File: config.mk
export PLATFORM = sky130hd
export DESIGN_NAME = vfs_fault_supervisor
export DESIGN_NICKNAME = d
export VERILOG_FILES = /design/src/pkg/vfs_pkg.sv /design/src/pkg/vfs_rail_if.sv /design/src/hdl/vfs_rail_mon.sv /design/src/hdl/vfs_fault_supervisor.sv
export VERILOG_INCLUDE_DIRS = /design/src /design/src/pkg
export SDC_FILE = /design/constraint.sdc
export NUM_CORES = 1
export LEC_CHECK = 0
export CORE_MARGIN = 2
export CORE_UTILIZATION = 50
export CTS_BUF_LIST = sky130_fd_sc_hd__clkbuf_4 sky130_fd_sc_hd__clkbuf_8 sky130_fd_sc_hd__clkbuf_16
export CTS_CLUSTER_DIAMETER = 120
export CTS_CLUSTER_SIZE = 10
export DETAILED_ROUTE_END_ITERATION = 6
export DONT_BUFFER_PORTS = 1
export GPL_TIMING_DRIVEN = 0
export SETUP_SLACK_MARGIN = 0.02
export SYNTH_ARGS = -nofsm -noshare
export SYNTH_HDL_FRONTEND = slang
export SYNTH_SLANG_ARGS = --single-unit
export TNS_END_PERCENT = 5
File: constraint.sdc
create_clock -name clk -period 11.5 [get_ports clk]
set_clock_uncertainty 0.05 [all_clocks]
set_input_delay 2.3 -clock clk [delete_from_list [all_inputs] [get_ports clk]]
set_output_delay 2.3 -clock clk [all_outputs]
set_load 0.01 [all_outputs]
File: src/pkg/vfs_consts.svh
// constants for the two-rail fault supervisor: counter width and timing counts
// assumes a single 40 MHz block clock; times are kept in ns, counts derived
`ifndef VFS_CONSTS_SVH
`define VFS_CONSTS_SVH

// block clock rate
`define VFS_CLK_MHZ 40
// width of every fault timer
`define VFS_CNT_W 16

// phase current imbalance must persist this long (least time, round up)
`define VFS_IMB_TIME_NS 1000000
`define VFS_IMB_CYCLES ((`VFS_IMB_TIME_NS * `VFS_CLK_MHZ + 999) / 1000)

// overcurrent fault timer window, least and longest
`define VFS_OC_MIN_TIME_NS 7500
`define VFS_OC_MAX_TIME_NS 11000
`define VFS_OC_MIN_CYCLES ((`VFS_OC_MIN_TIME_NS * `VFS_CLK_MHZ + 999) / 1000)
`define VFS_OC_MAX_CYCLES ((`VFS_OC_MAX_TIME_NS * `VFS_CLK_MHZ) / 1000)

// least thermal warning time before shutdown
`define VFS_THERM_TIME_NS 100000
`define VFS_THERM_CYCLES ((`VFS_THERM_TIME_NS * `VFS_CLK_MHZ + 999) / 1000)

// soft-start duration before power-good may rise
`define VFS_SS_TIME_NS 100000
`define VFS_SS_CYCLES ((`VFS_SS_TIME_NS * `VFS_CLK_MHZ + 999) / 1000)

// rail indices
`define VFS_RAIL_CORE 0
`define VFS_RAIL_AUX 1

`endif

File: src/pkg/vfs_pkg.sv
// types shared by the fault supervisor modules
// assumes vfs_consts.svh is on the include path
`include "vfs_consts.svh"

package vfs_pkg;

  // fault timer value
  typedef logic [`VFS_CNT_W-1:0] vfs_cnt_t;

  // overvoltage discharge sequence of one rail
  typedef enum logic [1:0] {
    VFS_OV_WATCH,
    VFS_OV_DISCH,
    VFS_OV_OFF
  } vfs_ov_e;

  // power-up sequence shared by both rails
  typedef enum logic [1:0] {
    VFS_SEQ_OFF,
    VFS_SEQ_SOFT,
    VFS_SEQ_RUN
  } vfs_seq_e;

endpackage : vfs_pkg

File: src/pkg/vfs_rail_if.sv
// carrier between the supervisor top and one rail monitor
// assumes both ends share one clock
`timescale 1ns/1ps
`default_nettype none

interface vfs_rail_if;
  logic run;
  logic clear;
  logic fault_imb;
  logic fault_uv;
  logic fault_oc;
  logic fault_woc;
  logic ov_flag;
  logic ls_on;
  logic oc_alert;

  modport mon (input run, input clear, output fault_imb, output fault_uv, output fault_oc,
               output fault_woc, output ov_flag, output ls_on, output oc_alert);
  modport sup (output run, output clear, input fault_imb, input fault_uv, input fault_oc,
               input fault_woc, input ov_flag, input ls_on, input oc_alert);
endinterface : vfs_rail_if

`default_nettype wire

File: src/hdl/vfs_rail_mon.sv
// per-rail fault monitor: imbalance, under/overvoltage, overcurrent timers
// assumes raw comparator flags are asynchronous; clear and run come from the top
`timescale 1ns/1ps
`default_nettype none
`include "vfs_consts.svh"

module vfs_rail_mon
  import vfs_pkg::*;
#(
  parameter vfs_cnt_t IMB_CYCLES = vfs_cnt_t'(`VFS_IMB_CYCLES),
  parameter vfs_cnt_t OC_CYCLES = vfs_cnt_t'(`VFS_OC_MIN_CYCLES)
) (
  input wire logic clk,
  input wire logic reset,
  input wire logic imbalance_raw,
  input wire logic undervolt_raw,
  input wire logic overvolt_raw,
  input wire logic below_target_raw,
  input wire logic overcurrent_raw,
  input wire logic severe_oc_raw,
  vfs_rail_if.mon bus
);

  ////////////////////////////////////////////////////////////////////////////
  // step a persistence timer; restarts whenever the flag drops
  function automatic vfs_cnt_t timer_step(input logic active, input vfs_cnt_t cnt, input vfs_cnt_t term);
    timer_step = active ? ((cnt == term) ? cnt : cnt + vfs_cnt_t'(1)) : '0;
  endfunction : timer_step

  logic [5:0] meta_ff;
  logic [5:0] sync_ff;
  logic imb_s, uv_s, ov_s, below_s, oc_s, woc_s;
  vfs_cnt_t imb_cnt_ff;
  vfs_cnt_t oc_cnt_ff;
  logic imb_fault_ff, uv_fault_ff, oc_fault_ff, woc_fault_ff;
  vfs_ov_e ov_state_ff;
  logic ov_flag_ff;

  ////////////////////////////////////////////////////////////////////////////
  // two-flop synchroniser for all comparator flags
  always_ff @(posedge clk or posedge reset) begin
    if (reset) begin
      meta_ff <= 6'h00;
      sync_ff <= 6'h00;
    end else begin
      meta_ff <= {severe_oc_raw, overcurrent_raw, below_target_raw, overvolt_raw, undervolt_raw, imbalance_raw};
      sync_ff <= meta_ff;
    end
  end

  assign {woc_s, oc_s, below_s, ov_s, uv_s, imb_s} = sync_ff;

  // continuous-duration timers
  always_ff @(posedge clk or posedge reset) begin
    if (reset) begin
      imb_cnt_ff <= '0;
      oc_cnt_ff <= '0;
    end else begin
      imb_cnt_ff <= timer_step(imb_s & ~bus.clear, imb_cnt_ff, IMB_CYCLES);
      oc_cnt_ff <= timer_step(oc_s & ~bus.clear, oc_cnt_ff, OC_CYCLES);
    end
  end

  // latched faults; a new event beats the clear
  always_ff @(posedge clk or posedge reset) begin
    if (reset) begin
      imb_fault_ff <= 1'b0;
      uv_fault_ff <= 1'b0;
      oc_fault_ff <= 1'b0;
      woc_fault_ff <= 1'b0;
    end else begin
      imb_fault_ff <= (imb_s & (imb_cnt_ff == IMB_CYCLES - vfs_cnt_t'(1))) | (imb_fault_ff & ~bus.clear);
      uv_fault_ff <= (uv_s & bus.run) | (uv_fault_ff & ~bus.clear);
      oc_fault_ff <= (oc_s & (oc_cnt_ff == OC_CYCLES - vfs_cnt_t'(1))) | (oc_fault_ff & ~bus.clear);
      woc_fault_ff <= woc_s | (woc_fault_ff & ~bus.clear);
    end
  end

  // overvoltage discharge: low side on until below target, then tri-state
  always_ff @(posedge clk or posedge reset) begin
    if (reset) begin
      ov_state_ff <= VFS_OV_WATCH;
      ov_flag_ff <= 1'b0;
    end else if (bus.clear & ~ov_s) begin
      ov_state_ff <= VFS_OV_WATCH;
      ov_flag_ff <= 1'b0;
    end else begin
      unique case (ov_state_ff)
        VFS_OV_WATCH: begin
          if (ov_s) begin
            ov_state_ff <= VFS_OV_DISCH;
            ov_flag_ff <= 1'b1;
          end
        end
        VFS_OV_DISCH: begin
          if (below_s) begin
            ov_state_ff <= VFS_OV_OFF;
          end
        end
        VFS_OV_OFF: begin
          if (ov_s) begin
            ov_state_ff <= VFS_OV_DISCH;
          end
        end
      endcase
    end
  end

  assign bus.fault_imb = imb_fault_ff;
  assign bus.fault_uv = uv_fault_ff;
  assign bus.fault_oc = oc_fault_ff;
  assign bus.fault_woc = woc_fault_ff;
  assign bus.ov_flag = ov_flag_ff;
  assign bus.ls_on = (ov_state_ff == VFS_OV_DISCH);
  assign bus.oc_alert = oc_s & ~bus.clear;

endmodule : vfs_rail_mon

`default_nettype wire

File: src/hdl/vfs_fault_supervisor.sv
// top of the two-rail fault supervisor: sequencing, thermal monitor, outputs
// assumes comparator flags and enable/supply pins are asynchronous to clk
//
// What this block does
// - imbalance flag high for 1ms continuously latches an imbalance fault.
// - undervoltage flag in run latches a fault, drops power-good, tri-states switches.
// - overvoltage flag latches a fault and drops power-good.
// - overvoltage turns low side on until output is below target, then tri-states.
// - a new overvoltage after tri-state repeats the low-side discharge.
// - temperature at or below warning level asserts the active-low thermal alert.
// - thermal warning runs a fault counter worth at least 100us before shutdown.
// - thermal counter counts up while warned, down otherwise.
// - after tripping, the warning release uses the higher reset level.
// - temperature at shutdown level latches thermal fault, drops power-good, tri-states.
// - a thermal fault on either rail shuts both rails down.
// - alert releases only when both temperatures exceed the reset level.
// - faults stay latched even after the condition goes away.
// - only enable low or supply loss clears the latched faults.
// - enable and supply both high ends the clear and starts soft-start.
// - overcurrent persisting 7.5us to 11us latches a fault; early drop clears timer.
// - alert asserts within 2us of an overcurrent flag.
// - severe overcurrent shuts the rail at once with no timer.
// - overcurrent shutdown of one rail shuts the other within 10us.
`timescale 1ns/1ps
`default_nettype none
`include "vfs_consts.svh"

module vfs_fault_supervisor
  import vfs_pkg::*;
#(
  parameter vfs_cnt_t IMB_CYCLES = vfs_cnt_t'(`VFS_IMB_CYCLES),
  parameter vfs_cnt_t OC_CYCLES = vfs_cnt_t'(`VFS_OC_MIN_CYCLES),
  parameter vfs_cnt_t THERM_CYCLES = vfs_cnt_t'(`VFS_THERM_CYCLES),
  parameter vfs_cnt_t SS_CYCLES = vfs_cnt_t'(`VFS_SS_CYCLES)
) (
  input wire logic clk,
  input wire logic reset,
  input wire logic enable_in,
  input wire logic vdd_ok_in,
  input wire logic [1:0] phase_current_sense_in_mismatch,
  input wire logic [1:0] undervolt_in,
  input wire logic [1:0] overvolt_in,
  input wire logic [1:0] below_target_in,
  input wire logic [1:0] overcurrent_in,
  input wire logic [1:0] severe_overcurrent_in,
  input wire logic [1:0] temp_at_trip_in,
  input wire logic [1:0] temp_above_reset_in,
  input wire logic [1:0] temp_at_shutdown_in,
  output logic [1:0] power_good_out,
  output logic [1:0] switching_en,
  output logic [1:0] low_side_on,
  output logic thermal_alert_n,
  output logic soft_start_active,
  output logic [1:0] imbalance_fault,
  output logic [1:0] undervolt_fault,
  output logic [1:0] overvolt_fault,
  output logic [1:0] overcurrent_fault,
  output logic [1:0] severe_overcurrent_fault,
  output logic thermal_fault
);

  ////////////////////////////////////////////////////////////////////////////
  // declarations

  logic [7:0] pin_meta_ff;
  logic [7:0] pin_sync_ff;
  logic enable_s;
  logic vdd_ok_s;
  logic [1:0] trip_s;
  logic [1:0] rst_lvl_s;
  logic [1:0] shut_s;
  logic supply_up;

  vfs_seq_e seq_ff;
  vfs_seq_e nxt_seq;
  vfs_cnt_t ss_cnt_ff;
  vfs_cnt_t nxt_ss_cnt;
  logic clear_faults;

  logic hot_ff;
  logic warn_now;
  vfs_cnt_t therm_cnt_ff;
  logic therm_fault_ff;

  logic [1:0] r_imb, r_uv, r_oc, r_woc, r_ov, r_ls, r_alert;
  logic [1:0] rail_down;
  logic [1:0] nxt_power_good_out;
  logic [1:0] nxt_switch;
  logic nxt_alert_n;

  vfs_rail_if core_if ();
  vfs_rail_if aux_if ();

  ////////////////////////////////////////////////////////////////////////////
  // pin synchronisers

  // two flops on enable, supply and the temperature comparators
  always_ff @(posedge clk or posedge reset) begin
    if (reset) begin
      pin_meta_ff <= 8'h00;
      pin_sync_ff <= 8'h00;
    end else begin
      pin_meta_ff <= {temp_at_shutdown_in, temp_above_reset_in, temp_at_trip_in, vdd_ok_in, enable_in};
      pin_sync_ff <= pin_meta_ff;
    end
  end

  assign {shut_s, rst_lvl_s, trip_s, vdd_ok_s, enable_s} = pin_sync_ff;
  assign supply_up = enable_s & vdd_ok_s;

  ////////////////////////////////////////////////////////////////////////////
  // power-up sequence

  // off while enable or supply is low; soft-start on their return
  always_comb begin
    nxt_seq = seq_ff;
    nxt_ss_cnt = ss_cnt_ff;
    unique case (seq_ff)
      VFS_SEQ_OFF: begin
        nxt_ss_cnt = '0;
        if (supply_up) begin
          nxt_seq = VFS_SEQ_SOFT;
        end
      end
      VFS_SEQ_SOFT: begin
        if (!supply_up) begin
          nxt_seq = VFS_SEQ_OFF;
        end else if (ss_cnt_ff == SS_CYCLES - vfs_cnt_t'(1)) begin
          nxt_seq = VFS_SEQ_RUN;
        end else begin
          nxt_ss_cnt = ss_cnt_ff + vfs_cnt_t'(1);
        end
      end
      VFS_SEQ_RUN: begin
        if (!supply_up) begin
          nxt_seq = VFS_SEQ_OFF;
        end
      end
    endcase
  end

  // sequence state registers
  always_ff @(posedge clk or posedge reset) begin
    if (reset) begin
      seq_ff <= VFS_SEQ_OFF;
      ss_cnt_ff <= '0;
    end else begin
      seq_ff <= nxt_seq;
      ss_cnt_ff <= nxt_ss_cnt;
    end
  end

  // latches are cleared only while the rail is held off
  assign clear_faults = (seq_ff == VFS_SEQ_OFF);

  ////////////////////////////////////////////////////////////////////////////
  // thermal monitor

  // hysteresis state: trips on either sensor, releases when both are above reset
  always_ff @(posedge clk or posedge reset) begin
    if (reset) begin
      hot_ff <= 1'b0;
    end else if (|trip_s) begin
      hot_ff <= 1'b1;
    end else if (&rst_lvl_s) begin
      hot_ff <= 1'b0;
    end
  end

  // compare level moves to the reset level once tripped
  assign warn_now = hot_ff ? ~(&rst_lvl_s) : (|trip_s);

  // up/down thermal fault counter, saturating at both ends
  always_ff @(posedge clk or posedge reset) begin
    if (reset) begin
      therm_cnt_ff <= '0;
    end else if (warn_now) begin
      if (therm_cnt_ff != THERM_CYCLES) begin
        therm_cnt_ff <= therm_cnt_ff + vfs_cnt_t'(1);
      end
    end else if (therm_cnt_ff != '0) begin
      therm_cnt_ff <= therm_cnt_ff - vfs_cnt_t'(1);
    end
  end

  // thermal fault: shutdown level reached after the least warning time
  always_ff @(posedge clk or posedge reset) begin
    if (reset) begin
      therm_fault_ff <= 1'b0;
    end else begin
      therm_fault_ff <= ((|shut_s) & (therm_cnt_ff == THERM_CYCLES)) | (therm_fault_ff & ~clear_faults);
    end
  end

  ////////////////////////////////////////////////////////////////////////////
  // rail monitors

  assign core_if.run = (seq_ff == VFS_SEQ_RUN);
  assign core_if.clear = clear_faults;
  assign aux_if.run = (seq_ff == VFS_SEQ_RUN);
  assign aux_if.clear = clear_faults;

  // core rail
  vfs_rail_mon #(
    .IMB_CYCLES(IMB_CYCLES),
    .OC_CYCLES(OC_CYCLES)
  ) u_core_mon (
    .clk(clk),
    .reset(reset),
    .imbalance_raw(phase_current_sense_in_mismatch[`VFS_RAIL_CORE]),
    .undervolt_raw(undervolt_in[`VFS_RAIL_CORE]),
    .overvolt_raw(overvolt_in[`VFS_RAIL_CORE]),
    .below_target_raw(below_target_in[`VFS_RAIL_CORE]),
    .overcurrent_raw(overcurrent_in[`VFS_RAIL_CORE]),
    .severe_oc_raw(severe_overcurrent_in[`VFS_RAIL_CORE]),
    .bus(core_if.mon)
  );

  // auxiliary rail
  vfs_rail_mon #(
    .IMB_CYCLES(IMB_CYCLES),
    .OC_CYCLES(OC_CYCLES)
  ) u_aux_mon (
    .clk(clk),
    .reset(reset),
    .imbalance_raw(phase_current_sense_in_mismatch[`VFS_RAIL_AUX]),
    .undervolt_raw(undervolt_in[`VFS_RAIL_AUX]),
    .overvolt_raw(overvolt_in[`VFS_RAIL_AUX]),
    .below_target_raw(below_target_in[`VFS_RAIL_AUX]),
    .overcurrent_raw(overcurrent_in[`VFS_RAIL_AUX]),
    .severe_oc_raw(severe_overcurrent_in[`VFS_RAIL_AUX]),
    .bus(aux_if.mon)
  );

  // gather rail results into vectors
  assign r_imb = {aux_if.fault_imb, core_if.fault_imb};
  assign r_uv = {aux_if.fault_uv, core_if.fault_uv};
  assign r_oc = {aux_if.fault_oc, core_if.fault_oc};
  assign r_woc = {aux_if.fault_woc, core_if.fault_woc};
  assign r_ov = {aux_if.ov_flag, core_if.ov_flag};
  assign r_ls = {aux_if.ls_on, core_if.ls_on};
  assign r_alert = {aux_if.oc_alert, core_if.oc_alert};

  ////////////////////////////////////////////////////////////////////////////
  // shutdown decision

  // own latched faults, any thermal fault, or an overcurrent on the other rail
  always_comb begin
    for (int i = 0; i < 2; i++) begin
      rail_down[i] = r_imb[i] | r_uv[i] | r_oc[i] | r_woc[i]
                   | therm_fault_ff
                   | r_oc[1-i] | r_woc[1-i];
    end
  end

  // power-good only in run with no fault; overvoltage also drops it
  assign nxt_power_good_out = {2{seq_ff == VFS_SEQ_RUN}} & ~rail_down & ~r_ov;
  // switching stops (tri-state) on any shutdown or overvoltage
  assign nxt_switch = {2{seq_ff != VFS_SEQ_OFF}} & ~rail_down & ~r_ov;
  // alert from thermal warning or a pending overcurrent
  assign nxt_alert_n = ~(hot_ff | (|r_alert));

  ////////////////////////////////////////////////////////////////////////////
  // output registers

  // gate control and power-good
  always_ff @(posedge clk or posedge reset) begin
    if (reset) begin
      power_good_out <= 2'h0;
      switching_en <= 2'h0;
      low_side_on <= 2'h0;
    end else begin
      power_good_out <= nxt_power_good_out;
      switching_en <= nxt_switch;
      low_side_on <= r_ls;
    end
  end

  // alert and soft-start status
  always_ff @(posedge clk or posedge reset) begin
    if (reset) begin
      thermal_alert_n <= 1'b1;
      soft_start_active <= 1'b0;
    end else begin
      thermal_alert_n <= nxt_alert_n;
      soft_start_active <= (seq_ff == VFS_SEQ_SOFT);
    end
  end

  // fault status copies
  always_ff @(posedge clk or posedge reset) begin
    if (reset) begin
      imbalance_fault <= 2'h0;
      undervolt_fault <= 2'h0;
      overvolt_fault <= 2'h0;
      overcurrent_fault <= 2'h0;
      severe_overcurrent_fault <= 2'h0;
      thermal_fault <= 1'b0;
    end else begin
      imbalance_fault <= r_imb;
      undervolt_fault <= r_uv;
      overvolt_fault <= r_ov;
      overcurrent_fault <= r_oc;
      severe_overcurrent_fault <= r_woc;
      thermal_fault <= therm_fault_ff;
    end
  end

endmodule : vfs_fault_supervisor

`default_nettype wire

# [Word level (Yosys, flattened, before mapping)]
# Cells that the tools add are included.
[totals] regBits=173 in_bits=22 wordCells=193
[op_classes] add_sub_neg=7 n_eq_ne=31 n_mux=36 n_bitwise=56 n_reduce_logical=25
[ops] cell="$mux 16" n=13
[ops] cell="$add 16x1->16 const B" n=6
[ops] cell="$eq 16x16->1 const B" n=4
[ops] cell="$eq 16x9->1 const B" n=4
[ops] cell="$eq 16x12->1 const B" n=2
[ops] cell="$pmux 16 s2" n=1
[ops] cell="$and 1x1->1" n=23
[ops] cell="$or 1x1->1" n=22
[ops] cell="$mux 2" n=10
[ops] cell="$ne 16x12->1 const B" n=1
[ops] cell="$ne 2x2->1 const B" n=8
[ops] cell="$reduce_bool 16->1" n=1
[ops] cell="$reduce_bool 2->1" n=8
[ops] cell="$sub 16x1->16 const B" n=1
[ops] cell="$ne 3x1->1 const B" n=4
[ops] cell="$reduce_and 2->1" n=6
[ops] cell="$reduce_or 2->1" n=5
[ops] cell="$mux 1" n=9
[ops] cell="$and 2x2->2" n=4
[ops] cell="$pmux 2 s2" n=2
[ops] cell="$eq 2x1->1 const B" n=3
[ops] cell="$eq 2x2->1 const B" n=3
[ops] cell="$logic_not 2->1" n=3
[ops] cell="$pmux 2 s3" n=1
[ops] cell="other kinds (5)" n=11

# [Logic depth before layout (Yosys ltp)]
# Gate-level depths: netlist (run 1).
[depth] depth_word=9 ltp_mapped=10 mapped_depth_nobuf=9

# [Modules after synthesis]
# A second synthesis (run 1) with hierarchy kept.
[unflattened] hier_cells=748 area_unflattened_um2=7747.4
[by_module_without_submodules] mod="vfs_fault_supervisor" n_inst=1 cells_per_inst=303 area_per_inst_um2=3158.0 seq_area_each_um2=1778.0
[by_module_without_submodules] mod="vfs_rail_mon (u_core_mon)" n_inst=1 cells_per_inst=222 area_per_inst_um2=2309.7 seq_area_each_um2=1276.2
[by_module_without_submodules] mod="vfs_rail_mon (u_aux_mon)" n_inst=1 cells_per_inst=223 area_per_inst_um2=2279.7 seq_area_each_um2=1276.2

# [Worst setup path before layout (run 1)]
# OpenSTA, ideal clock, no wires.
[synth_path] path_type="reg-to-output" from="register thermal_alert_n" to="output thermal_alert_n" arrival_ns=0.520 required_time_ns=9.150 slack_ns=8.630 path_stages_with_launch=1 path_cell_list="dfstp_2"
[synth_rtl] element="start, declared" line="vfs_fault_supervisor.sv:52" rtl="output logic thermal_alert_n,"
[synth_rtl] element="start signal, assigned" line="vfs_fault_supervisor.sv:285" rtl="thermal_alert_n <= nxt_alert_n;"
# No word-level cell between the ends.

# [Worst setup path after layout (run 1)]
[layout_path] from="register thermal_alert_n" to="output thermal_alert_n"
# No word-level cell between the ends.

==> flow_metrics.py, run 1 <==
metrics = {
    "clock_network": {
        "numCtsBuffers": 17,
        "cts_hold_buf": 0,
        "cts_tree": "built",
        "cts_num_sinks": 173,
        "clockBufferDepth": 2,
        "clk_latency_ns": 0.42,
        "clock-root-buffer": "clkbuf_16",
        "path_clk_slew_ns": 0.06,
        "cts_resized": 0,
        "cts_htree_levels": 4,
        "cts_setup_buffers": 0,
    },
    "flow_run": {
        "drv_cap": 0,
    },
    "global_routing": {
        "grt_pass1_wl_mm": 26.1,
        "antenna_found_initial": 0,
        "grt_max_degree": 125,
        "overflow": 0,
        "grt_pass1_vias": 5422,
        "grtUsageTotal": 0.201,
    },
    "timing": {
        "tightest_slew_ns": 0.604,
        "slew_headroom": 0.594,
        "grt_setup_unrepaired": "no",
        "fmaxAchievable_mhz": 302,
        "post-route-min-period_ns": 3.32,
        "fin_crit_sh": 0.288,
        "hold_violations": 0,
        "setup_viol_count_final": 0,
        "maxSlewViolCount": 0,
        "final.setup.tns_ns": 0,
    },
    "power_and_ir_drop": {
        "ir_worst_vdd_mv": 0.117,
        "power_density_nw_per_um2": 191,
        "p_leak_uw": 0.00361,
    },
    "run_status": {
        "outcome": "complete, no violations",
    },
    "yosys": {
        "synth_cell_types": 65,
        "yosysWarnings": 0,
        "synth_edf_count": 0,
        "synth_nets": 764,
        "synthFlopType": "dfrtp_1",
        "synth_area_per_cell_um2": 10.6,
        "synth_seq_cells": 173,
        "seq_area_frac_synth": 0.560,
        "async_flop_share": 1.00,
        "syn_inst": 729,
        "syn-cell-area_um2": 7730,
    },
    "layout": {
        "register_area_um2": 4330,
        "multi_input_area_um2": 3210,
        "antennaDiodeCount": 0,
        "drive_gt1_frac": 0.0709,
        "synthToLayoutAreaGrowth_pct": 10.8,
        "fillers": 1295,
        "nets": 784,
        "fin_area_um2": 8570,
    },
    "worst_hold_path": {
        "hold_depth": 0,
        "min_to": "u_aux_mon.sync_ff[3]",
        "hp-start": "u_aux_mon.meta_ff[3]",
        "min_path_type": "register to register",
    },
    "die": {
        "core_region_area_um2": 15100,
        "io-pin-count": 41,
        "die_y_um": 128,
        "initial_core_util": 0.510,
        "die_x_um": 128,
        "rows": 45,
        "dieArea_um2": 16500,
    },
    "worst_setup_path": {
        "worst-path-stages": 0,
        "worstPathRequired_ns": 9.15,
        "r2r_end": "therm_cnt_ff[12]",
        "r2r_slack_ns": 8.46,
        "cp.arrival_ns": 0.97,
        "critical_path_class": "register to output pin",
        "r2r-start": "hot_ff",
        "end_kind": "output pin",
        "startpoint_type": "register",
        "crit_fanout": 1,
        "worstRegToRegCells": 9,
    },
    "drt": {
        "num_vias": 5337,
        "drt-pass1-iter-count": 4,
        "antenna_left": 0,
        "drcViolationCount": 0,
        "drt-vias-per-instance": 5.62,
        "wl_per_cell_um": 16.1,
        "drt_iter0_drc": 334,
        "totalWireLength_mm": 15.3,
    },
    "place": {
        "portBuffers": 0,
        "dp_hpwl_mm": 10.5,
        "post_dp_cell_area_um2": 8000,
        "gp_congestion": 0.896,
    },
}
## worst max path at each step
stage | from | end | slack (ns)
after floorplan | reset | hot_ff | 4.46
after global placement | reset | ss_cnt_ff[7] | 2.81
after detailed placement | reset | power_good_out[1] | 8.33
after CTS | thermal_alert_n | thermal_alert_n | 8.17
after global routing | thermal_alert_n | thermal_alert_n | 8.15
final | thermal_alert_n | thermal_alert_n | 8.18
## cells in the final DEF (no fill, tap or decap), types with 4 or more instances in the layout
cell and instances:
or4_1 11, o31ai_1 4, dfrtp_1 172, a31oi_1 4, a21o_1 4, mux2i_1 11
mux2_2 4, nor2b_1 5, o211ai_1 6, a21oi_1 25, and4_1 5, o22ai_1 4
xnor2_1 32, clkbuf_16 17, nand4_1 20, o2bb2ai_1 6, or3_1 10, nand3b_1 4
clkinvlp_4 6, clkbuf_1 18, inv_1 23, o21ai_0 11, nor3_1 13, and3_1 20
xor2_1 42, ha_1 13, nand2_1 44, nor4_1 16, nand3_1 37, o2111ai_1 4
nor4b_1 4, nor2_1 111
## kinds of logic after synthesis
kind of cell,share of synthesized area
adder cells (fa/ha/maj),0.0210
XOR/XNOR,0.0839
AND/OR/NAND/NOR,0.208
flip-flops,0.560
AO/OA/AOI/OAI,0.0803
buffers and inverters,0.0249
multiplexers,0.0215
## metal layers
layer  routed length, µm  GRT usage  vias to the layer above
li1                    -          -                     2593
met1                7230      0.271                     2639
met2                7330      0.326                       86
met3                 458     0.0434                       19
met4                 281     0.0705                        0
met5                   0          0                        -
## cell usage after synthesis, drive strengths merged, types with 2 or more instances
master	instances	area share
o31ai	4	0.0039
o2111ai	4	0.0045
o21ai	14	0.0091
nor4b	4	0.0045
buf	5	0.0045
o211ai	6	0.0058
o2bb2ai	6	0.0068
inv	24	0.012
mux2	5	0.0073
or3	10	0.0081
nor4	16	0.013
xor2	42	0.048
and3	20	0.016
a22o	2	0.0023
clkbuf	18	0.0087
or4	12	0.012
dfrtp	172	0.56
o21a	2	0.0019
a22oi	3	0.0036
nand4	21	0.018
mux2i	11	0.014
xnor2	32	0.036
or4b	2	0.0026
nand3	37	0.024
o22ai	4	0.0032
ha	13	0.021
and2	2	0.0016
nand2	46	0.024
a21o	4	0.0039
a31oi	4	0.0032
a21oi	27	0.019
nor3	14	0.0097
and4	5	0.0057
nor2b	5	0.0040
nand3b	4	0.0039
a2111oi	2	0.0032
a211oi	2	0.0019
nor2	111	0.054
## stage by stage
step	power [µW]	setup WS (ns)	std cells	util	hold WS, ns
floorplan	997	4.46	729	-	0.281
global placement	1080	2.81	917	0.526	0.285
detailed placement	1100	8.33	918	0.528	0.285
CTS	1650	8.17	950	0.566	0.298
global route	1730	8.15	950	0.566	0.310
finish	1630	8.18	950	0.566	0.298
## state kept, by name (all words and copies together), names as in the netlist, 6 cells and up
register               cells
u_aux_mon.imb_cnt_ff      16
therm_cnt_ff              16
u_aux_mon.meta_ff          6
u_aux_mon.oc_cnt_ff       16
u_core_mon.oc_cnt_ff      16
u_aux_mon.sync_ff          6
u_core_mon.imb_cnt_ff     16
pin_sync_ff                8
ss_cnt_ff                 16
u_core_mon.meta_ff         6
pin_meta_ff                8
u_core_mon.sync_ff         6
## report_power, final
part	internal, µW	total [µW]	switching [µW]
sequential	687	768	81.0
clock	304	549	245
combinational	112	316	204
## layout make-up
cell class,instances,area share
flip-flops and latches,173,0.505
multi-input cells,509,0.374
clock buffers,18,0.0505
well taps,188,0.0275
clock inverters,14,0.0158
plain buffers,23,0.0120
inverters,24,0.0114
repair buffers,1,0.00321
No activity file was read; power rests on OpenSTA's default activity.
==> inputs of run 2 (changes only) <==
Clock period 11.5 ns to 3.4 ns, I/O delays scaled along.
==> run 2 against run 1 <==
Compared with the run above:
- clock power grew to 3.7 times the previous value
- setup slack worse by 7.9 ns
- non-clock buffer count grew 3
- global-route usage rose by 0.45 points
- die area is the same
- cell area up 1.0%
- core utilization up 0.57 points
- sequential share of layout area down 0.50 points
- critical path depth up 9
- sequential power grew to 3.4 times the previous value
- hold slack worse by 0.12 ns
==> flow_metrics.py, run 2 (synthesis results as in run 1) <==
metrics = {
    "worst_setup_path": {
        "cp.buffers_inverters": 0,
        "slowest_delay_ns": 0.53,
        "worstPathRequired_ns": 3.65,
        "critical_path_class": "register to register",
        "crit_fanout": 9,
        "cp.arrival_ns": 3.33,
        "startpoint_type": "register",
        "end_kind": "register",
        "path_cells": "nor3_2 > nor2_1 > xnor2_1 > ha_1 > or4_1 > o31ai_1 > a2111oi_2 > o2bb2ai_1 > mux2_1",
        "slowest_stage": "nor3_2",
        "cpLargestDelayFamily": "simple AND/OR/NAND/NOR gates",
    },
    "clock_network": {
        "path_clk_slew_ns": 0.06,
        "cts_setup_buffers": 0,
        "cts_num_sinks": 173,
        "cts_tree": "built",
        "clock-root-buffer": "clkbuf_16",
        "clockBufferDepth": 2,
        "clk_latency_ns": 0.42,
        "numCtsBuffers": 17,
        "cts_htree_levels": 4,
        "cts_resized": 0,
        "cts_hold_buf": 0,
    },
    "die": {
        "die_x_um": 128,
        "core_region_area_um2": 15100,
        "initial_core_util": 0.510,
        "rows": 45,
        "io-pin-count": 41,
        "die_y_um": 128,
        "dieArea_um2": 16500,
    },
    "layout": {
        "drive_gt1_frac": 0.0721,
        "synthToLayoutAreaGrowth_pct": 12.0,
        "fin_util": 0.571,
        "fin_area_um2": 8650,
        "mostFrequentLayoutCells": "dfrtp_1, nor2_1, nand2_1, xor2_1, nand3_1",
        "layout_commonest_cell": "dfrtp_1",
        "instances_no_fill": 951,
        "antennaDiodeCount": 0,
        "nets": 787,
    },
    "timing": {
        "grt_setup_unrepaired": "no",
        "hold_violations": 0,
        "maxSlewViolCount": 0,
        "slew_headroom": 0.534,
        "tightest_slew_ns": 0.698,
        "post-route-min-period_ns": 3.08,
        "fin_crit_sh": 0.904,
        "fmaxAchievable_mhz": 325,
        "setup_viol_count_final": 0,
        "final.setup.tns_ns": 0,
    },
    "drt": {
        "totalWireLength_mm": 15.7,
        "antenna_left": 0,
        "num_vias": 5481,
        "drcViolationCount": 0,
        "drt-pass1-iter-count": 4,
        "drt-vias-per-instance": 5.76,
        "drt_iter0_drc": 251,
        "wl_per_cell_um": 16.5,
    },
    "place": {
        "dp_cells": 921,
        "post_dp_cell_area_um2": 8050,
        "dp_hpwl_mm": 10.9,
        "gp_congestion": 0.887,
        "portBuffers": 0,
    },
    "power_and_ir_drop": {
        "power_density_nw_per_um2": 657,
        "p_leak_uw": 0.00366,
        "ir_worst_vdd_mv": 0.429,
    },
    "global_routing": {
        "grtUsageTotal": 0.206,
        "grt_pass1_vias": 5464,
        "grt_max_degree": 43,
        "overflow": 0,
        "grt_pass1_wl_mm": 26.8,
        "antenna_found_initial": 0,
    },
    "flow_run": {
        "drv_cap": 0,
    },
    "run_status": {
        "outcome": "complete, no violations",
    },
    "worst_hold_path": {
        "min_path_type": "primary input to async pin",
    },
}
[run 2: changes by cell type in the layout (fill, tap and decap cells not counted)]
cell        change
buf_12          +4
bufinv_16       +3
clkinv_2        +3
clkinvlp_4      -3
inv_6           -3
inv_8           -2
buf_16          -1
[run 2: final timing paths]
path                       cells past startpoint                   end                               start  slack, ns
setup / recovery                               9      therm_cnt_ff[12]                              hot_ff       0.32
hold / removal                                 1        pin_meta_ff[1]                               reset       0.18
setup reg to reg                               9      therm_cnt_ff[12]                              hot_ff       0.32
hold reg to reg                                0  u_aux_mon.sync_ff[5]                u_aux_mon.meta_ff[5]       0.30
max in group asynchronous                      3       thermal_alert_n                               reset       2.18
min in group clk                               0  u_aux_mon.meta_ff[0]  phase_current_sense_in_mismatch[1]       0.23
[run 2: cell type report]
type / count / area, µm²
plain buffers: 23 / 103
clock buffers: 18 / 433
clock inverters: 12 / 173
fillers: 1271 / 6490
inverters: 24 / 93.8
multi-input cells: 509 / 3210
flip-flops and latches: 173 / 4330
well taps: 188 / 235
repair buffers: 4 / 80.1
[run 2: worst register-to-register path, stage by stage, from the launching register on]
cell and delay, ns:
dfrtp_1 0.45, nor3_2 0.53, nor2_1 0.21, xnor2_1 0.18, ha_1 0.28, or4_1 0.44
o31ai_1 0.19, a2111oi_2 0.11, o2bb2ai_1 0.19, mux2_1 0.33
[run 2: stage by stage]
stage	setup slack, ns	hold WS [ns]	total power, µW
floorplan	0.460	0.281	3370
global placement	-0.361	0.283	3670
detailed placement	0.366	0.285	3720
CTS	0.355	0.186	5750
global route	0.0680	0.207	6010
finish	0.325	0.179	5680
[run 2: per-layer routing]
| layer | part of all wire | track usage | wire, µm |
|---|---|---|---|
| met5 | 0 | 0 | 0 |
| met4 | 0.015 | 0.0698 | 227 |
| met3 | 0.039 | 0.0513 | 610 |
| met2 | 0.48 | 0.329 | 7590 |
| met1 | 0.46 | 0.278 | 7230 |
[run 2: where the power goes]
group | switching (µW) | internal [µW]
sequential | 275 | 2330
clock | 782 | 1230
combinational | 691 | 384
